==> src/trx_regs_map.vh <==
// Register offsets, field positions, reset values and serial framing constants
// Function
// - Interrupt enables at bits 11,9,8,7,6,2,0; host enables one source.
// - Filter register bits bypass filters; bit 0 picks tone lowpass width.
// - RF strength upper byte, noise lower byte, read-only, 1 dB steps.
// - Tx path level upper byte, microphone lower byte, half-dB steps.
// - Flag register shows tone, code, phase, sub-audio, vox, squelch.
// - Phase shift in flag bits 4:3: none,120,180,240 degrees.
// - Lock-detect disable zero shuts RF on lost lock; one keeps it.
// - Read-only lock flag reads one when locked.
// - Digital regulator code applies only while master bypass is zero.
// - Control bit 14 selects crystal family, one for 26/13 MHz.
// - Clock config bit 0 selects half-rate reference when one.
// - Control bits 13 and 12 select analog and DSP channel width.
// - Bit 6 transmit on, bit 5 receive on, bit 7 mutes receive audio.
// - Bits 4, 3, 11 enable vox, auto squelch, tail elimination.
// - Bit 2 acts as power-down pin enable; bit 1 enables calibration.
// - Writing one to control bit 0 restores all register defaults.
// - Direct bit set lets companion bit hold tx converter or DSP reset.
// - 30-bit frequency: upper 14 bits one register, lower 16 next.
// - Six-bit field sets AGC target power in 2 dB steps.
// - Path bit 15 routes code sample or DTMF ready to pin 3.
// - Pin 6 outputs squelch AND sub-audio when select set, else squelch.
`ifndef TRX_REGS_MAP_VH
`define TRX_REGS_MAP_VH

// ----------------------------------------
// Offsets
// ----------------------------------------
`define TRX_A_ID      7'h00
`define TRX_A_REV     7'h01
`define TRX_A_TXCONV  7'h03
`define TRX_A_CLK     7'h04
`define TRX_A_REGBYP  7'h08
`define TRX_A_DIGREG  7'h09
`define TRX_A_PAGAIN  7'h0a
`define TRX_A_LOCK    7'h0d
`define TRX_A_IFTUNE  7'h15
`define TRX_A_TXLVL   7'h1a
`define TRX_A_RXLVL   7'h1b
`define TRX_A_FLAGS   7'h1c
`define TRX_A_LKDSP   7'h24
`define TRX_A_FREQH   7'h29
`define TRX_A_FREQL   7'h2a
`define TRX_A_IRQEN   7'h2d
`define TRX_A_MAIN    7'h30
`define TRX_A_AGC     7'h32
`define TRX_A_PATH    7'h3a
`define TRX_A_TXVG    7'h41
`define TRX_A_AUDG    7'h44
`define TRX_A_SUBTX   7'h4e
`define TRX_A_FILT    7'h58

// ----------------------------------------
// Reset values
// ----------------------------------------
`define TRX_R_TXCONV  16'h2b51
`define TRX_R_CLK     16'h0fd1
`define TRX_R_REGBYP  16'h02a0
`define TRX_R_DIGREG  16'h03c2
`define TRX_R_PAGAIN  16'h7c20
`define TRX_R_IFTUNE  16'h1100
`define TRX_R_LKDSP   16'h0001
`define TRX_R_FREQH   16'h2486
`define TRX_R_FREQL   16'h3a84
`define TRX_R_IRQEN   16'h0000
`define TRX_R_MAIN    16'h0000
`define TRX_R_AGC     16'h7497
`define TRX_R_PATH    16'h40c3
`define TRX_R_TXVG    16'h4006
`define TRX_R_AUDG    16'h00ff
`define TRX_R_SUBTX   16'h20c2
`define TRX_R_FILT    16'h8481

// ----------------------------------------
// Field positions
// ----------------------------------------
`define TRX_IRQ_MASK  16'h0bc5
`define TRX_M_XTAL    14
`define TRX_M_FBAND   13
`define TRX_M_DBAND   12
`define TRX_M_TAIL    11
`define TRX_M_DIRECT  10
`define TRX_M_MUTE    7
`define TRX_M_TXON    6
`define TRX_M_RXON    5
`define TRX_M_VOX     4
`define TRX_M_SQ      3
`define TRX_M_PDN     2
`define TRX_M_CAL     1
`define TRX_M_SRST    0
`define TRX_TXC_DR    12
`define TRX_TXC_RST   11
`define TRX_LK_DIS    15
`define TRX_DSP_DR    7
`define TRX_DSP_RST   6
`define TRX_LDO_BYP   14
`define TRX_LDO_HI    9
`define TRX_LDO_LO    7
`define TRX_AGC_HI    11
`define TRX_AGC_LO    6
`define TRX_P_CODE    15
`define TRX_P_PIN6    11
`define TRX_FH_BITS   14
`define TRX_FH_MASK   16'h3fff

// ----------------------------------------
// Serial frame
// ----------------------------------------
`define TRX_FRAME_LEN 24
`define TRX_ADDR_BITS 7
`define TRX_DATA_BITS 16

`endif

==> src/trx_ctrl_regs.v <==
// Control and status register bank of the transceiver
`timescale 1ns/1ps
`include "trx_regs_map.vh"
module trx_ctrl_regs
#(
	parameter [15:0] CHIP_ID_VAL = 16'h0a5a, // Arbitrary value
	parameter [15:0] REV_VAL     = 16'h0001  // Arbitrary value
)
(
	// Clock and reset
	input  wire        mclk,
	input  wire        rst,
	// Serial pins
	input  wire        sen_n,
	input  wire        sck,
	input  wire        sdi,
	output reg         sdo_q,
	output reg         sdo_oe_q,
	// Power-down pin
	input  wire        pdn_pin,
	// Status from radio core
	input  wire [7:0]  rf_strength_level,
	input  wire [7:0]  noise_level,
	input  wire [7:0]  tx_path_level,
	input  wire [7:0]  microphone_level,
	input  wire        tone_a_match,
	input  wire        tone_b_match,
	input  wire        code_normal_match,
	input  wire        code_inverted_match,
	input  wire        phase_detect,
	input  wire [1:0]  phase_shift,
	input  wire        subaudio_match,
	input  wire        vox_match,
	input  wire        squelch_match,
	input  wire        synth_locked,
	input  wire        code_sample,
	input  wire        dtmf_ready,
	// Control to radio core
	output reg         rf_out_en_q,
	output reg  [2:0]  ldo_code_q,
	output reg         xtal_26m_q,
	output reg         half_rate_ref_q,
	output reg         wide_analog_q,
	output reg         wide_dsp_q,
	output reg         tx_on_q,
	output reg         rx_on_q,
	output reg         audio_mute_q,
	output reg         vox_enable_q,
	output reg         auto_squelch_enable_q,
	output reg         tail_elim_q,
	output reg         chip_enable_q,
	output reg         cal_enable_q,
	output reg         tx_converter_reset_q,
	output reg         signal_proc_reset_q,
	output reg  [29:0] rf_freq_q,
	output reg  [5:0]  agc_target_q,
	output reg  [15:0] irq_enable_q,
	output reg  [15:0] filter_bypass_q,
	output reg         pin3_out_q,
	output reg         pin6_out_q
);
	// ----------------------------------------
	// Pin synchronisers
	// ----------------------------------------
	reg [1:0] sen_sy_q;
	reg [1:0] sck_sy_q;
	reg [1:0] sdi_sy_q;
	reg [1:0] pdn_sy_q;
	reg       sck_old_q;

	always @(posedge mclk)
	begin
		if (rst)
		begin
			sen_sy_q  <= 2'b11;
			sck_sy_q  <= 2'b00;
			sdi_sy_q  <= 2'b00;
			pdn_sy_q  <= 2'b00;
			sck_old_q <= 1'b0;
		end
		else
		begin
			sen_sy_q  <= {sen_sy_q[0], sen_n};
			sck_sy_q  <= {sck_sy_q[0], sck};
			sdi_sy_q  <= {sdi_sy_q[0], sdi};
			pdn_sy_q  <= {pdn_sy_q[0], pdn_pin};
			sck_old_q <= sck_sy_q[1];
		end
	end

	// ----------------------------------------
	// Serial clock edges
	// ----------------------------------------
	// Only the second stage is read; the first may still be settling
	wire sck_rise = sck_sy_q[1] & ~sck_old_q;
	wire sck_fall = ~sck_sy_q[1] & sck_old_q;

	// ----------------------------------------
	// Serial frame engine
	// ----------------------------------------
	wire        wr_stb;
	wire [6:0]  wr_addr;
	wire [15:0] wr_data;
	reg  [15:0] rdata;
	wire        sdo_w;
	wire        sdo_oe_w;

	trx_serial_port u_port
	(
		.mclk     (mclk),
		.rst      (rst),
		.sen_n_s  (sen_sy_q[1]),
		.sck_rise (sck_rise),
		.sck_fall (sck_fall),
		.sdi_s    (sdi_sy_q[1]),
		.wr_stb_q (wr_stb),
		.addr_q   (wr_addr),
		.wdata_q  (wr_data),
		.rdata    (rdata),
		.sdo_q    (sdo_w),
		.sdo_oe_q (sdo_oe_w)
	);

	// ----------------------------------------
	// Writable registers
	// ----------------------------------------
	reg [15:0] txconv_q;
	reg [15:0] clk_q;
	reg [15:0] regbyp_q;
	reg [15:0] digreg_q;
	reg [15:0] pagain_q;
	reg [15:0] iftune_q;
	reg [15:0] lkdsp_q;
	reg [15:0] freqh_q;
	reg [15:0] freql_q;
	reg [15:0] irqen_q;
	reg [15:0] main_q;
	reg [15:0] agc_q;
	reg [15:0] path_q;
	reg [15:0] txvg_q;
	reg [15:0] audg_q;
	reg [15:0] subtx_q;
	reg [15:0] filt_q;

	// ----------------------------------------
	// Write masks and soft reset
	// ----------------------------------------
	// Unused high bits and reserved enables must read back as zero
	// Shared by the upper frequency word and interrupt-enable writes
	function [15:0] wr_mask;
		input [6:0] a;
		begin
			case (a)
				`TRX_A_FREQH: wr_mask = `TRX_FH_MASK;
				`TRX_A_IRQEN: wr_mask = `TRX_IRQ_MASK;
				default:      wr_mask = 16'hffff;
			endcase
		end
	endfunction

	// Soft reset takes effect on the write itself; bit self-clears after
	wire soft_rst = wr_stb && wr_addr == `TRX_A_MAIN
		&& wr_data[`TRX_M_SRST];

	always @(posedge mclk)
	begin
		if (rst || soft_rst)
		begin
			txconv_q <= `TRX_R_TXCONV;
			clk_q    <= `TRX_R_CLK;
			regbyp_q <= `TRX_R_REGBYP;
			digreg_q <= `TRX_R_DIGREG;
			pagain_q <= `TRX_R_PAGAIN;
			iftune_q <= `TRX_R_IFTUNE;
			lkdsp_q  <= `TRX_R_LKDSP;
			freqh_q  <= `TRX_R_FREQH;
			freql_q  <= `TRX_R_FREQL;
			irqen_q  <= `TRX_R_IRQEN;
			main_q   <= `TRX_R_MAIN;
			agc_q    <= `TRX_R_AGC;
			path_q   <= `TRX_R_PATH;
			txvg_q   <= `TRX_R_TXVG;
			audg_q   <= `TRX_R_AUDG;
			subtx_q  <= `TRX_R_SUBTX;
			filt_q   <= `TRX_R_FILT;
		end
		else if (wr_stb)
		begin
			// Identifier, revision and status offsets fall through
			case (wr_addr)
				`TRX_A_TXCONV: txconv_q <= wr_data;
				`TRX_A_CLK:    clk_q    <= wr_data;
				`TRX_A_REGBYP: regbyp_q <= wr_data;
				`TRX_A_DIGREG: digreg_q <= wr_data;
				`TRX_A_PAGAIN: pagain_q <= wr_data;
				`TRX_A_IFTUNE: iftune_q <= wr_data;
				`TRX_A_LKDSP:  lkdsp_q  <= wr_data;
				`TRX_A_FREQH:  freqh_q  <= wr_data & wr_mask(wr_addr);
				`TRX_A_FREQL:  freql_q  <= wr_data;
				`TRX_A_IRQEN:  irqen_q  <= wr_data & wr_mask(wr_addr);
				`TRX_A_MAIN:   main_q   <= wr_data;
				`TRX_A_AGC:    agc_q    <= wr_data;
				`TRX_A_PATH:   path_q   <= wr_data;
				`TRX_A_TXVG:   txvg_q   <= wr_data;
				`TRX_A_AUDG:   audg_q   <= wr_data;
				`TRX_A_SUBTX:  subtx_q  <= wr_data;
				`TRX_A_FILT:   filt_q   <= wr_data;
				default:       txconv_q <= txconv_q;
			endcase
		end
	end

	// ----------------------------------------
	// Status words
	// ----------------------------------------
	// Status inputs are mclk levels and need no resync
	wire [15:0] flags_w = {6'h00, tone_a_match, tone_b_match,
		code_normal_match, code_inverted_match, phase_detect,
		phase_shift, subaudio_match, vox_match, squelch_match};

	// Offsets with no register read as zero
	always @*
	begin
		case (wr_addr)
			`TRX_A_ID:     rdata = CHIP_ID_VAL;
			`TRX_A_REV:    rdata = REV_VAL;
			`TRX_A_TXCONV: rdata = txconv_q;
			`TRX_A_CLK:    rdata = clk_q;
			`TRX_A_REGBYP: rdata = regbyp_q;
			`TRX_A_DIGREG: rdata = digreg_q;
			`TRX_A_PAGAIN: rdata = pagain_q;
			`TRX_A_LOCK:   rdata = {synth_locked, 15'h0000};
			`TRX_A_IFTUNE: rdata = iftune_q;
			`TRX_A_TXLVL:  rdata = {tx_path_level, microphone_level};
			`TRX_A_RXLVL:  rdata = {rf_strength_level, noise_level};
			`TRX_A_FLAGS:  rdata = flags_w;
			`TRX_A_LKDSP:  rdata = lkdsp_q;
			`TRX_A_FREQH:  rdata = freqh_q;
			`TRX_A_FREQL:  rdata = freql_q;
			`TRX_A_IRQEN:  rdata = irqen_q;
			`TRX_A_MAIN:   rdata = main_q;
			`TRX_A_AGC:    rdata = agc_q;
			`TRX_A_PATH:   rdata = path_q;
			`TRX_A_TXVG:   rdata = txvg_q;
			`TRX_A_AUDG:   rdata = audg_q;
			`TRX_A_SUBTX:  rdata = subtx_q;
			`TRX_A_FILT:   rdata = filt_q;
			default:       rdata = 16'h0000;
		endcase
	end

	// ----------------------------------------
	// Serial data out pins
	// ----------------------------------------
	// Retimed here so the pins come straight from top-level flops
	// Released pin has its data bit held low with sdo_oe_q low, so it is not driven
	always @(posedge mclk)
	begin
		if (rst)
		begin
			sdo_q    <= 1'b0;
			sdo_oe_q <= 1'b0;
		end
		else
		begin
			sdo_q    <= sdo_w;
			sdo_oe_q <= sdo_oe_w;
		end
	end

	// ----------------------------------------
	// Registered control outputs
	// ----------------------------------------
	always @(posedge mclk)
	begin
		if (rst)
		begin
			rf_out_en_q           <= 1'b0;
			ldo_code_q            <= 3'h0;
			xtal_26m_q            <= 1'b0;
			half_rate_ref_q       <= 1'b0;
			wide_analog_q         <= 1'b0;
			wide_dsp_q            <= 1'b0;
			tx_on_q               <= 1'b0;
			rx_on_q               <= 1'b0;
			audio_mute_q          <= 1'b0;
			vox_enable_q          <= 1'b0;
			auto_squelch_enable_q <= 1'b0;
			tail_elim_q           <= 1'b0;
			chip_enable_q         <= 1'b0;
			cal_enable_q          <= 1'b0;
			tx_converter_reset_q  <= 1'b0;
			signal_proc_reset_q   <= 1'b0;
			rf_freq_q             <= 30'h0000_0000;
			agc_target_q          <= 6'h00;
			irq_enable_q          <= 16'h0000;
			filter_bypass_q       <= 16'h0000;
		end
		else
		begin
			// Lost lock kills RF unless detection is disabled
			rf_out_en_q <= (tx_on_q | rx_on_q)
				& (synth_locked | lkdsp_q[`TRX_LK_DIS]);
			// Bypassed regulators leave the code at zero
			ldo_code_q <= regbyp_q[`TRX_LDO_BYP] ? 3'h0
				: digreg_q[`TRX_LDO_HI:`TRX_LDO_LO];
			xtal_26m_q      <= main_q[`TRX_M_XTAL];
			half_rate_ref_q <= clk_q[0];
			wide_analog_q   <= main_q[`TRX_M_FBAND];
			wide_dsp_q      <= main_q[`TRX_M_DBAND];
			tx_on_q         <= main_q[`TRX_M_TXON];
			rx_on_q         <= main_q[`TRX_M_RXON];
			audio_mute_q    <= main_q[`TRX_M_MUTE] & main_q[`TRX_M_RXON];
			vox_enable_q    <= main_q[`TRX_M_VOX];
			auto_squelch_enable_q <= main_q[`TRX_M_SQ];
			tail_elim_q     <= main_q[`TRX_M_TAIL];
			// Either the pin or the bit enables the chip
			chip_enable_q   <= pdn_sy_q[1] | main_q[`TRX_M_PDN];
			cal_enable_q    <= main_q[`TRX_M_CAL];
			tx_converter_reset_q <= txconv_q[`TRX_TXC_DR]
				& txconv_q[`TRX_TXC_RST];
			signal_proc_reset_q <= lkdsp_q[`TRX_DSP_DR]
				& lkdsp_q[`TRX_DSP_RST];
			rf_freq_q <= {freqh_q[`TRX_FH_BITS-1:0], freql_q};
			agc_target_q <= agc_q[`TRX_AGC_HI:`TRX_AGC_LO];
			irq_enable_q <= irqen_q;
			filter_bypass_q <= filt_q;
		end
	end

	// ----------------------------------------
	// Status routing to pins
	// ----------------------------------------
	// Status inputs share mclk, so one register stage is enough
	always @(posedge mclk)
	begin
		if (rst)
		begin
			pin3_out_q <= 1'b0;
			pin6_out_q <= 1'b0;
		end
		else
		begin
			pin3_out_q <= path_q[`TRX_P_CODE] ? code_sample
				: dtmf_ready;
			pin6_out_q <= path_q[`TRX_P_PIN6]
				? (squelch_match & subaudio_match) : squelch_match;
		end
	end
endmodule

==> src/trx_serial_port.v <==
// Three-wire serial frame receiver and read shifter, sampled on mclk
`timescale 1ns/1ps
`include "trx_regs_map.vh"
module trx_serial_port
(
	// Clock and reset
	input  wire        mclk,
	input  wire        rst,
	// Synchronised pins
	input  wire        sen_n_s,
	input  wire        sck_rise,
	input  wire        sck_fall,
	input  wire        sdi_s,
	// Register side
	output reg         wr_stb_q,
	output reg  [6:0]  addr_q,
	output reg  [15:0] wdata_q,
	input  wire [15:0] rdata,
	output reg         sdo_q,
	output reg         sdo_oe_q
);
	reg [4:0]  cnt_q;
	reg        rnw_q;
	reg [15:0] shf_q;

	always @(posedge mclk)
	begin
		wr_stb_q <= 1'b0;
		if (rst || sen_n_s)
		begin
			cnt_q    <= 5'h00;
			sdo_oe_q <= 1'b0;
			sdo_q    <= 1'b0;
		end
		else if (sck_rise)
		begin
			// Stop at the frame length so extra clocks change nothing
			if (cnt_q != 5'h18)
				cnt_q <= cnt_q + 5'h01;
			// MSB first: rw, address, data
			if (cnt_q == 5'h00)
				rnw_q <= sdi_s;
			else if (cnt_q <= 5'h07)
				addr_q <= {addr_q[5:0], sdi_s};
			else if (cnt_q < 5'h18)
			begin
				wdata_q <= {wdata_q[14:0], sdi_s};
				if (cnt_q == 5'h17 && !rnw_q)
					wr_stb_q <= 1'b1;
			end
		end
		else if (sck_fall && rnw_q && cnt_q >= 5'h08 && cnt_q < 5'h18)
		begin
			// Drive on falling edge so host samples on rising edge
			sdo_oe_q <= 1'b1;
			// Address is complete only after the eighth rise
			if (cnt_q == 5'h08)
			begin
				sdo_q <= rdata[15];
				shf_q <= {rdata[14:0], 1'b0};
			end
			else
			begin
				sdo_q <= shf_q[15];
				shf_q <= {shf_q[14:0], 1'b0};
			end
		end
	end
endmodule

==> config.mk <==
export PLATFORM = sky130hd
export DESIGN_NAME = trx_ctrl_regs
export DESIGN_NICKNAME = d
export VERILOG_FILES = /design/src/trx_ctrl_regs.v /design/src/trx_serial_port.v
export VERILOG_INCLUDE_DIRS = /design/src /design/src/src
export SDC_FILE = /design/constraint.sdc
export NUM_CORES = 1
export LEC_CHECK = 0
export BUFFER_PORTS_ARGS = -buffer_cell sky130_fd_sc_hd__buf_4
export CAP_MARGIN = 10
export CORE_UTILIZATION = 38
export CTS_CLUSTER_SIZE = 25
export DETAILED_ROUTE_END_ITERATION = 7
export PLACE_DENSITY = 0.61
export REMOVE_ABC_BUFFERS = 1
export SLEW_MARGIN = 5
export SYNTH_ARGS = -nofsm -noshare
export SYNTH_HDL_FRONTEND = slang
export SYNTH_SLANG_ARGS = --single-unit
==> constraint.sdc <==
create_clock -name mclk -period 6.8 [get_ports mclk]
set_input_delay 1.7 -clock mclk [delete_from_list [all_inputs] [get_ports mclk]]
set_output_delay 1.7 -clock mclk [all_outputs]
set_load 0.02 [all_outputs]
# == After elaboration in Yosys (flattened, before gate mapping) ==
# Cells that the tools add are included.
# totals
mem_bits_rw,0
reg_bits,419
romBits,0
latchBits,0
in_bits,51
word_cells,150
memories,0
out_inout_bits,90
# op_classes
mux,12
n_mul,0
div_mod_pow,0
eq_ne,25
addsub,1
n_bitwise,19
magnitude_cmp,3
reduce_logical,36
shifts,0
# ops
op,count
$pmux W16 S23,1
$mux W16,7
$eq A7 B6 Y1 const B,7
$reduce_and A2 Y1,19
$and A16 B16 Y16,2
$eq A7 B4 Y1 const B,4
$eq A7 B5 Y1 const B,4
$eq A7 B7 Y1 const B,4
$and A1 B1 Y1,7
$eq A7 B1 Y1 const B,1
$eq A7 B2 Y1 const B,1
$eq A7 B3 Y1 const B,1
$logic_not A7 Y1,1
$not A1 Y1,7
$logic_and A1 B1 Y1,6
$reduce_and A3 Y1,2
$add A5 B1 Y5 const B,1
$eq A5 B4 Y1 const B,1
$eq A5 B5 Y1 const B,1
$ge A5 B4 Y1 const B,1
$le A5 B3 Y1 const B,1
$logic_not A5 Y1,1
$lt A5 B5 Y1 const B,1
$ne A5 B5 Y1 const B,1
8 further kinds,14

# == Longest topological paths before layout ==
# Gate-level depths: netlist of the first run.
# depth
word_depth,6
mapped_depth,9
ltp_nobuf,7

# == By module ==
# From an unflattened synthesis of the first run, not the netlist that was laid out.
# unflattened
hier_cells,1893
area_unflattened_um2,16495.8
# modules_own_cells
module,seq_area_each_um2,cells_per_inst,n_inst,area_each_um2
trx_ctrl_regs,7026.7,1780,1,14611.5
trx_serial_port,1331.3,113,1,1884.3

# == Worst setup path after synthesis of the first run ==
# Ideal clock, no wire load.
# synth_timing
path_type,input to register
from,input port rst
to,register u_port.shf_q[10] (enable)
cell_stages,4
arrival_ps,3822
t_required_ps,6374
path_slack_ps,2552
setup_ps,426
path_buffers,2
cell_sequence,clkbuf_1 or2_2 clkbuf_1 nor4_1
# synth_via
elab_chain_cells,3
# synth_lines
item,line_no,source
"start, declared",trx_ctrl_regs.v:12,"input wire rst,"
$logic_or A1 B1 Y1,trx_serial_port.v:29,if (rst || sen_n_s)
$not A1 Y1 (no line),--,
$reduce_and A3 Y1 (no line),--,
"end signal, assigned",trx_serial_port.v:60,"shf_q <= {rdata[14:0], 1'b0};"
"end signal, assigned",trx_serial_port.v:65,"shf_q <= {shf_q[14:0], 1'b0};"
"end, declared",trx_serial_port.v:24,reg [15:0] shf_q;
# Every way passes these cells.
# A chain may end at the register's enable or synchronous reset.

# == Worst setup path after layout of the first run ==
# layout_timing
from,register u_port.addr_q[0]
to,register lkdsp_q[10]
# layout_via
elab_chain_cells,4
elab_cells_between_ends,6
classes_between,eq/ne: 2; reduce/logical: 4
# layout_lines
item,line_no,source
"start, declared",trx_serial_port.v:16,"output reg [6:0] addr_q,"
"start signal, assigned",trx_serial_port.v:44,"addr_q <= {addr_q[5:0], sdi_s};"
$eq A7 B6 Y1,--,
$logic_and A1 B1 Y1 (no line),--,
$logic_and A1 B1 Y1,trx_ctrl_regs.v:162,wire soft_rst = wr_stb && wr_addr == `TRX_A_MAIN
$logic_or A1 B1 Y1,trx_ctrl_regs.v:167,if (rst || soft_rst)
"end signal, assigned",trx_ctrl_regs.v:175,lkdsp_q <= `TRX_R_LKDSP;
"end signal, assigned",trx_ctrl_regs.v:197,`TRX_A_LKDSP: lkdsp_q <= wr_data;
"end, declared",trx_ctrl_regs.v:133,reg [15:0] lkdsp_q;
# Several ways; a longest one is shown, not always the timed one.

==> results of run 1 <==
==> per-layer routing <==
metal	GRT usage [%]	up-vias	wire, µm
met5	0	-	13
met4	16.7	2	4070
met3	4.64	236	6680
met2	41.8	998	27000
met1	36.2	6969	23800
li1	-	6438	-
==> registers in the layout, summed over array words and instances, names as in the netlist, 15 cells and up <==
name and flops:
iftune_q 16, clk_q 16, main_q 16, lkdsp_q 16
rf_freq_q 30, subtx_q 16, agc_q 16, audg_q 16
digreg_q 16, regbyp_q 16, freql_q 16, u_port.shf_q 15
u_port.wdata_q 16, filter_bypass_q 16, filt_q 16, pagain_q 16
txconv_q 16, path_q 16, txvg_q 16
==> per-stage QoR <==
step           instance area (µm²)  hold slack, ns  power, mW
6_report                     18700           0.425       4.82
2_1_floorplan                15400           0.389       2.47
3_3_place_gp                 17300           0.404       2.53
5_1_grt                      18700           0.452       4.93
4_1_cts                      18700           0.428       4.83
3_5_place_dp                 17300           0.398       2.53
==> cells in the final DEF, fill, tap and decap left out, drive strengths merged, types with 9 or more instances in the layout <==
cell and instances:
a21oi 174, a222oi 12, a22o 14, a22oi 58, a31oi 14, a32oi 18
and2 13, and3 29, buf 158, clkbuf 60, clkinv 12, conb 9
dfxtp 359, edfxtp 39, mux2i 30, nand2 450, nand3 142, nand4 10
nor2 59, nor2b 93, nor3b 10, o22ai 10
==> cell type report <==
| class | count | share of cell area, % |
|---|---|---|
| clock buffers | 60 | 6.73 |
| multi-input cells | 1272 | 37.8 |
| clock inverters | 16 | 0.728 |
| inverters | 3 | 0.0601 |
| repair buffers | 158 | 6.40 |
| well taps | 539 | 3.60 |
| flip-flops and latches | 398 | 44.7 |
| diodes | 1 | 0.0134 |
==> path summary, 6_finish.rpt <==
kind,depth (start not counted),slack [ns],to
worst max-delay path,6,2.99,lkdsp_q[10]
worst min-delay path,1,0.43,sen_sy_q[1]
worst max register to register,6,2.99,lkdsp_q[10]
worst min register to register,1,0.43,sen_sy_q[1]
==> where the power goes <==
group	internal, mW	switching [mW]
Combinational	0.0361	0.0689
Clock	1.36	0.974
Sequential	2.37	0.00340
Total	3.77	1.05
==> worst register-to-register path, stage by stage (launching register included) <==
cell,delay [ns]
edfxtp_1,0.35
buf_4,0.28
nor4_4,0.60
and3_1,0.79
a21o_4,1.00
buf_12,0.43
nor2_1,0.23
==> kinds of logic (layout without fill, tap and decap cells) <==
| logic type | count (synthesis) | after routing | share of synthesized area, % |
|---|---|---|---|
| simple gates | 863 | 863 | 25.8 |
| flops | 398 | 398 | 51.2 |
| compound gates | 357 | 357 | 14.4 |
| buf+inv | 190 | 237 | 5.90 |
| mux | 36 | 36 | 2.25 |
| xor+xnor | 5 | 5 | 0.268 |
| fa+ha+maj | 2 | 2 | 0.153 |
| other cells | 1 | 10 | 0.0230 |
==> results.md, run 1 <==
Floorplanning:
- The core region is 42100 µm².
- The number of placed I/O pins is 141.
- The floorplan step set the die height to 209 µm.
- The initial core utilization is 38.7%.
- The die area is 43800 µm².
- The site row count is between 70 and 80.
- Measured along the x axis, the die boundary spans 209 µm.

Layout:
- The multi-input logic area is 7080 µm².
- The number of nets in the finished design is around 1900.
- The number of inserted filler cells in the final layout is 4075.
- The fraction of layout cells with a size suffix above 1 is 14.1%.
- For this run, the share of the core covered by cells in the final layout is 44.4%.
- Summing all flip-flop and latch instances after layout gives 8360 µm².
- The area growth from synthesis to layout is 14.7%.
- The non-filler instance count after layout is 2447.

Global route:
- After global routing the overflow that remains totals 0.
- The number of antenna violations at the first check in global routing is 2.
- The maximum number of pins on one net before global-route repair is 100.
- The first-pass GRT wire length is 88400 µm.
- Global routing consumed, over all layers together, 27.4% of the routing resources.
- The via count of the first global-routing pass is 13300.

Setup path:
- The highest net fanout along the worst path is 99.
- For this run, the slowest stage of the critical path takes 0.99 ns.
- Among cell families on the critical path, the largest total delay comes from simple AND/OR/NAND/NOR gates.
- The beginning of the worst register-to-register path is u_port.addr_q[0].
- At the worst endpoint, the required time is slightly above 7 ns.
- The startpoint-to-endpoint class of the critical path is reg -> reg.
- The signal on the critical path passes through buf_4 > nor4_4 > and3_1 > a21o_4 > buf_12 > nor2_1.
- In this run the worst setup path begins at u_port.addr_q[0].
- Data arrives at the worst endpoint at approximately 4.2 ns.
- Counting both buffers and inverters, the worst setup path holds a total of 2.
- The launching element type of the critical path is a flop.
- The slowest stage cell on the critical path is a21o_4.
- STA classifies the critical path endpoint as a flop.

Logic synthesis:
- The most used flip-flop cell after synthesis is dfxtp_1.
- The number of unique standard cell types used by synthesis is 83.
- The Yosys step of the flow raised 0 warnings.
- The cell type contributing the most total cell area after synthesis is dfxtp_1.
- After synthesis, the cell types taking the most area are dfxtp_1 44%, nand2_1 10%, edfxtp_1 7.2%.
- After synthesis, flip-flops and latches occupy 51.2% of the total area.
- The share of flip-flops with an asynchronous set or reset is 0%.
- After technology mapping, the gate count stands at 1852.
- Summing every instance area after synthesis gives 16300 µm².
- The fraction of synthesized cell area taken by the top area cell type is roughly 44%.
- In this run, synthesis inferred 39 flip-flops with an integrated enable.
- The most instantiated library cell after synthesis is nand2_1.
- After synthesis the netlist holds a flip-flop and latch count of 398.
- Sorting the synthesized cells by how often they occur yields 448 x nand2_1, 359 x dfxtp_1, 174 x a21oi_1.
- The average footprint of a synthesized cell is a little under 9 µm².

Clock tree:
- The clock sink count is 398.
- The clock-pin slew reported for the worst setup and hold paths after clock tree synthesis is 0.06 ns.
- The clock latency on the worst-skew pair is ~0.56 ns.
- After clock tree synthesis, the setup repair step added 0 buffers.
- Buffers inserted to repair hold after CTS numbered 0.
- The number of H-tree levels is 2.
- The number of cells upsized or downsized after cts is 0.
- Counting the buffers created by CTS gives 41.
- TritonCTS built the clock tree.
- The longest clock path from root to sink contains 3 buffers.
- The clock tree root buffer cell is clkbuf_16.

STA:
- Dividing the final minimum period by the clock period gives approximately 56%.
- The final setup violation count is 0.
- At the pin with the least slew margin, the transition time is 1.31 ns.
- The number of pins with negative max-slew slack in the final report is 0.
- Across all setup checks in the final design, the least slack found is 2.99 ns.
- The worst clock skew is 0.0203 ns.
- The number of hold violations in the final report is 0.
- The minimum clock period after layout is 3.81 ns.
- Setup repair after global routing left no endpoint under its margin.
- The fmax is 262 MHz.
- The final setup TNS is 0 ns.
- In this run the tightest slew margin relative to its limit is 12.4%.

Drt:
- Once detail routing completed, the nets flagged for antenna violations numbered 0.
- The average wire length per cell after detail routing is 25.2 µm.
- Using the TritonRoute via totals, the vias-per-cell ratio works out to about 6.0.
- Summed over all layers, the routed wires come to 61600 µm.
- For this run, the detailed router's first-pass iteration total came to 6.
- The detailed-route DRC error count is 0.
- The via count is 14600.
- For this block, the initial DRC count from the detailed router was 2296.

Power:
- For this design the ratio of total power to cell area is 257 nW/µm².
- The peak supply drop is 0.167 mV.
- The analysis attributes to cell leakage a power of 6.96 nW.

Min path:
- The worst hold path begins at sen_sy_q[0].
- The class of the worst hold path is reg -> reg.

Place:
- The weighted congestion reported at the end of routability-driven placement is 0.951.
- Summed over all nets, the half-perimeter wirelength after detailed placement is 38200 µm.
- The post-place setup slack is slightly below 3 ns.
- Buffers placed on the I/O ports in this run total ~130.
- Counting tap cells, the placed design contains a total of approximately 2400 instances.

Flow run:
- The max capacitance violation total is 0.

Status:
- The run finished with clean final reports.
Note: power is estimated with default switching activity, not from simulation.
==> run 2: changes to the inputs <==
==> constraint.sdc (replaced) <==
create_clock -name mclk -period 3.71 [get_ports mclk]
set_input_delay 0.9275 -clock mclk [delete_from_list [all_inputs] [get_ports mclk]]
set_output_delay 0.9275 -clock mclk [all_outputs]
set_load 0.02 [all_outputs]
==> run 2 against run 1 <==
  * The flow now finishes with violations (DRC)
  * Core utilization up 1.1 points
  * Non-clock buffer count is 61 higher
  * Clock-buffer cell count is 3 higher
  * Flip-flop and latch count stayed put
  * Setup slack got worse by 2.5 ns
  * Final area rose by 2.5%
  * Clock power is 80% higher
  * Critical path depth fell by 2
  * Worst hold slack got worse by 0.0088 ns
  * Critical path type unchanged
==> results.md, run 2 (same netlist as run 1, synthesis figures left out) <==
Min path:
- The class of the worst hold path is reg -> reg.

Setup path:
- The setup path with the least slack is of type reg -> reg.
- STA classifies the critical path endpoint as a flop.
- The delay of the slowest critical-path stage was 0.84 ns (-0.15 ns).
- For this design, the slowest cell found on the critical path is edfxtp_1.
- The worst setup path is launched from a flop.
- The highest net fanout along the worst path is 25 (-75%).
- The required time reported for the critical path endpoint was 4.05 ns (-3.17 ns).
- Traced cell by cell, the critical path runs through and4bb_1 > a222oi_1 > o2111ai_1 > o32a_1.
- The arrival time at the worst endpoint came to 3.56 ns (-0.67 ns).

Clock tree:
- The number of buffers created by CTS is 43 (+4.9%).
- The number of setup buffers added after CTS is 0 (unchanged).
- The maximum number of buffers from clock root to sink is 3 (unchanged).
- The clock-pin slew reported for the worst setup and hold paths after clock tree synthesis came to 0.06 ns (about the same).
- The hold buffer count at CTS is 0 (unchanged).
- The number of cells upsized or downsized after cts is 0 (unchanged).
- The cell sitting at the root of the clock tree is a clkbuf_16.
- TritonCTS built the clock tree.
- The clock latency on the worst-skew pair was 0.60 ns (+0.04 ns).
- The number of H-tree levels came to 2 (unchanged).
- The clock sink count was 398 (unchanged).

STA:
- The final worst setup slack is 0.485 ns (-2.50 ns).
- The fmax is 310 MHz (+18%).
- The number of pins with negative max-slew slack in the final report is 0 (unchanged).
- The slew of the pin with the lowest slew margin is 1.34 ns (+0.0227 ns).
- The minimum clock period after layout is 3.22 ns (-0.588 ns).
- The relative slew slack was 10.9% (-1.5 points).
- The final setup violation count came to 0 (unchanged).
- The post-route fraction of the period consumed by the critical path is 86.9% (+31 points).
- Setup repair after global routing left no endpoint under its margin.
- The number of hold violations in the final report is 0 (unchanged).
- The worst clock skew is 0.0320 ns (+0.0117 ns).
- The final hold slack is 0.416 ns (-0.00879 ns).
- The final setup TNS is 0 ns (unchanged).

Global route:
- The overflow left after global routing was 0 (unchanged).
- The number of antenna violations at the first check in global routing is 2 (unchanged).
- The maximum number of pins on one net before global-route repair is 94 (-6.0%).
- The via count of the first global-routing pass came to 13700 (+3.5%).
- The first-pass GRT wire length came to 95500 µm (+8.0%).
- The global-route total usage across every layer was 29.9% (+2.6 points).

Layout:
- The non-filler instance count after layout is 2510 (+2.6%).
- The fraction of layout cells with a size suffix above 1 is 16.4% (+2.3 points).
- The most common cell after layout, fill and taps aside is nand2_1.
- The library cells used most frequently in the layout, excluding fill and tap cells, are 448 x nand2_1, 358 x dfxtp_1, 215 x buf_4.
- The number of nets in the finished design is 1990 (+3.3%).
- The number of flip-flops under the largest register name is 30 (unchanged).
- Relative to the synthesized area, the layout overhead comes to 17.5%.
- The register ranked first by flip-flop count is rf_freq_q.

Drt:
- The via density per instance came to 5.86 (-2.2%).
- The first-pass iteration count of the detailed router is 8 (+2).
- The count of nets left with antenna violations after detail routing is 0 (unchanged).
- The total wire length was 65900 µm (+7.1%).
- The number of violations reported at the end of detailed-routing iteration 0 is 1916 (-17%).
- The detailed-route DRC error count is 1 (+1).
- The average wire length per cell after detail routing is 26.3 µm (+4.4%).
- The via count is 14700 (+0.37%).

Floorplanning:
- The initial core utilization is 38.7% (unchanged).
- The die area is 43800 µm² (unchanged).
- The site row count is 75 (unchanged).
- The chip height is 209 µm (unchanged).
- The core area is 42100 µm² (unchanged).
- The number of placed I/O pins is 141 (unchanged).
- The overall die width is 209 µm (unchanged).

Power:
- The leakage power figure is 7.24 nW (+4.1%).
- The peak supply drop was 0.280 mV (+67%).
- The power per standard cell area came to 457 nW/µm² (+78%).
- The total power is 8.77 mW (+82%).

Place:
- The sum of net half-perimeters after detailed placement was 45100 µm (+18%).
- The post-place setup slack was 0.627 ns (-2.26 ns).
- The cell count after placement came to 2431 (+2.6%).
- The weighted congestion reported at the end of routability-driven placement was 1.04 (+8.9%).
- The count of buffers from port buffering is 131 (unchanged).

Flow run:
- The max capacitance violation total is 0 (unchanged).

Status:
- The run finished, with violations left.
- The checks that failed: DRC.
## run 2: cell count changes in the layout (fill, tap and decap cells not counted)
cell | previous run | this run
clkbuf_1 | 5 | 13
clkinvlp_4 | 1 | 0
inv_6 | 1 | 0
inv_4 | 0 | 1
clkbuf_16 | 43 | 45
clkinv_2 | 12 | 10
clkinv_4 | 0 | 1
bufinv_16 | 2 | 0
inv_16 | 0 | 1
buf_4 | 157 | 215
clkbuf_8 | 12 | 5
buf_12 | 1 | 4
clkinv_8 | 0 | 2
## run 2: critical path, delay by kind of cell, from the launching register on
family          cells  cell delay [ns]
compound gates      3             1.37
simple gates        1             0.72
flops               1             0.84
## run 2: path summary, 6_finish.rpt
kind / start / to / slack (ns) / depth (start not counted)
max: u_port.addr_q[2] / u_port.shf_q[9] / 0.49 / 4
min: sen_sy_q[0] / sen_sy_q[1] / 0.42 / 1
max reg2reg: u_port.addr_q[2] / u_port.shf_q[9] / 0.49 / 4
min reg2reg: sen_sy_q[0] / sen_sy_q[1] / 0.42 / 1
## run 2: power by group
| part | switching, mW | internal (mW) |
|---|---|---|
| Sequential | 0.00579 | 4.35 |
| Clock | 1.86 | 2.35 |
| Combinational | 0.132 | 0.0716 |
| Total | 2.00 | 6.77 |
## run 2: per-stage QoR
step / utilization (%) / cell area, µm²
global route: 45.5 / 19200
floorplan: - / 15400
global placement: 42.3 / 17800
finish: 45.5 / 19200
CTS: 45.5 / 19200
detailed placement: 42.3 / 17800
## run 2: final cells by class
type                            instances  area (µm²)
Clock buffer                           63        1240
Tap cell                              539         674
Multi-Input combinational cell       1272        7080
Sequential cell                       398        8360
Timing Repair Buffer                  219        1690
Clock inverter                         15         118
Antenna cell                            1        2.50
Inverter                                3        11.3
Fill cell                            4085       23000
## run 2: routing by layer
layer  GRT usage [%]  up-vias  share of wire, %
met4            14.6        0               5.0
met2            46.1      816                44
met3            4.79      167               9.1
met5               0        -                 0
li1                -     6576                 -
met1            40.7     7138                42
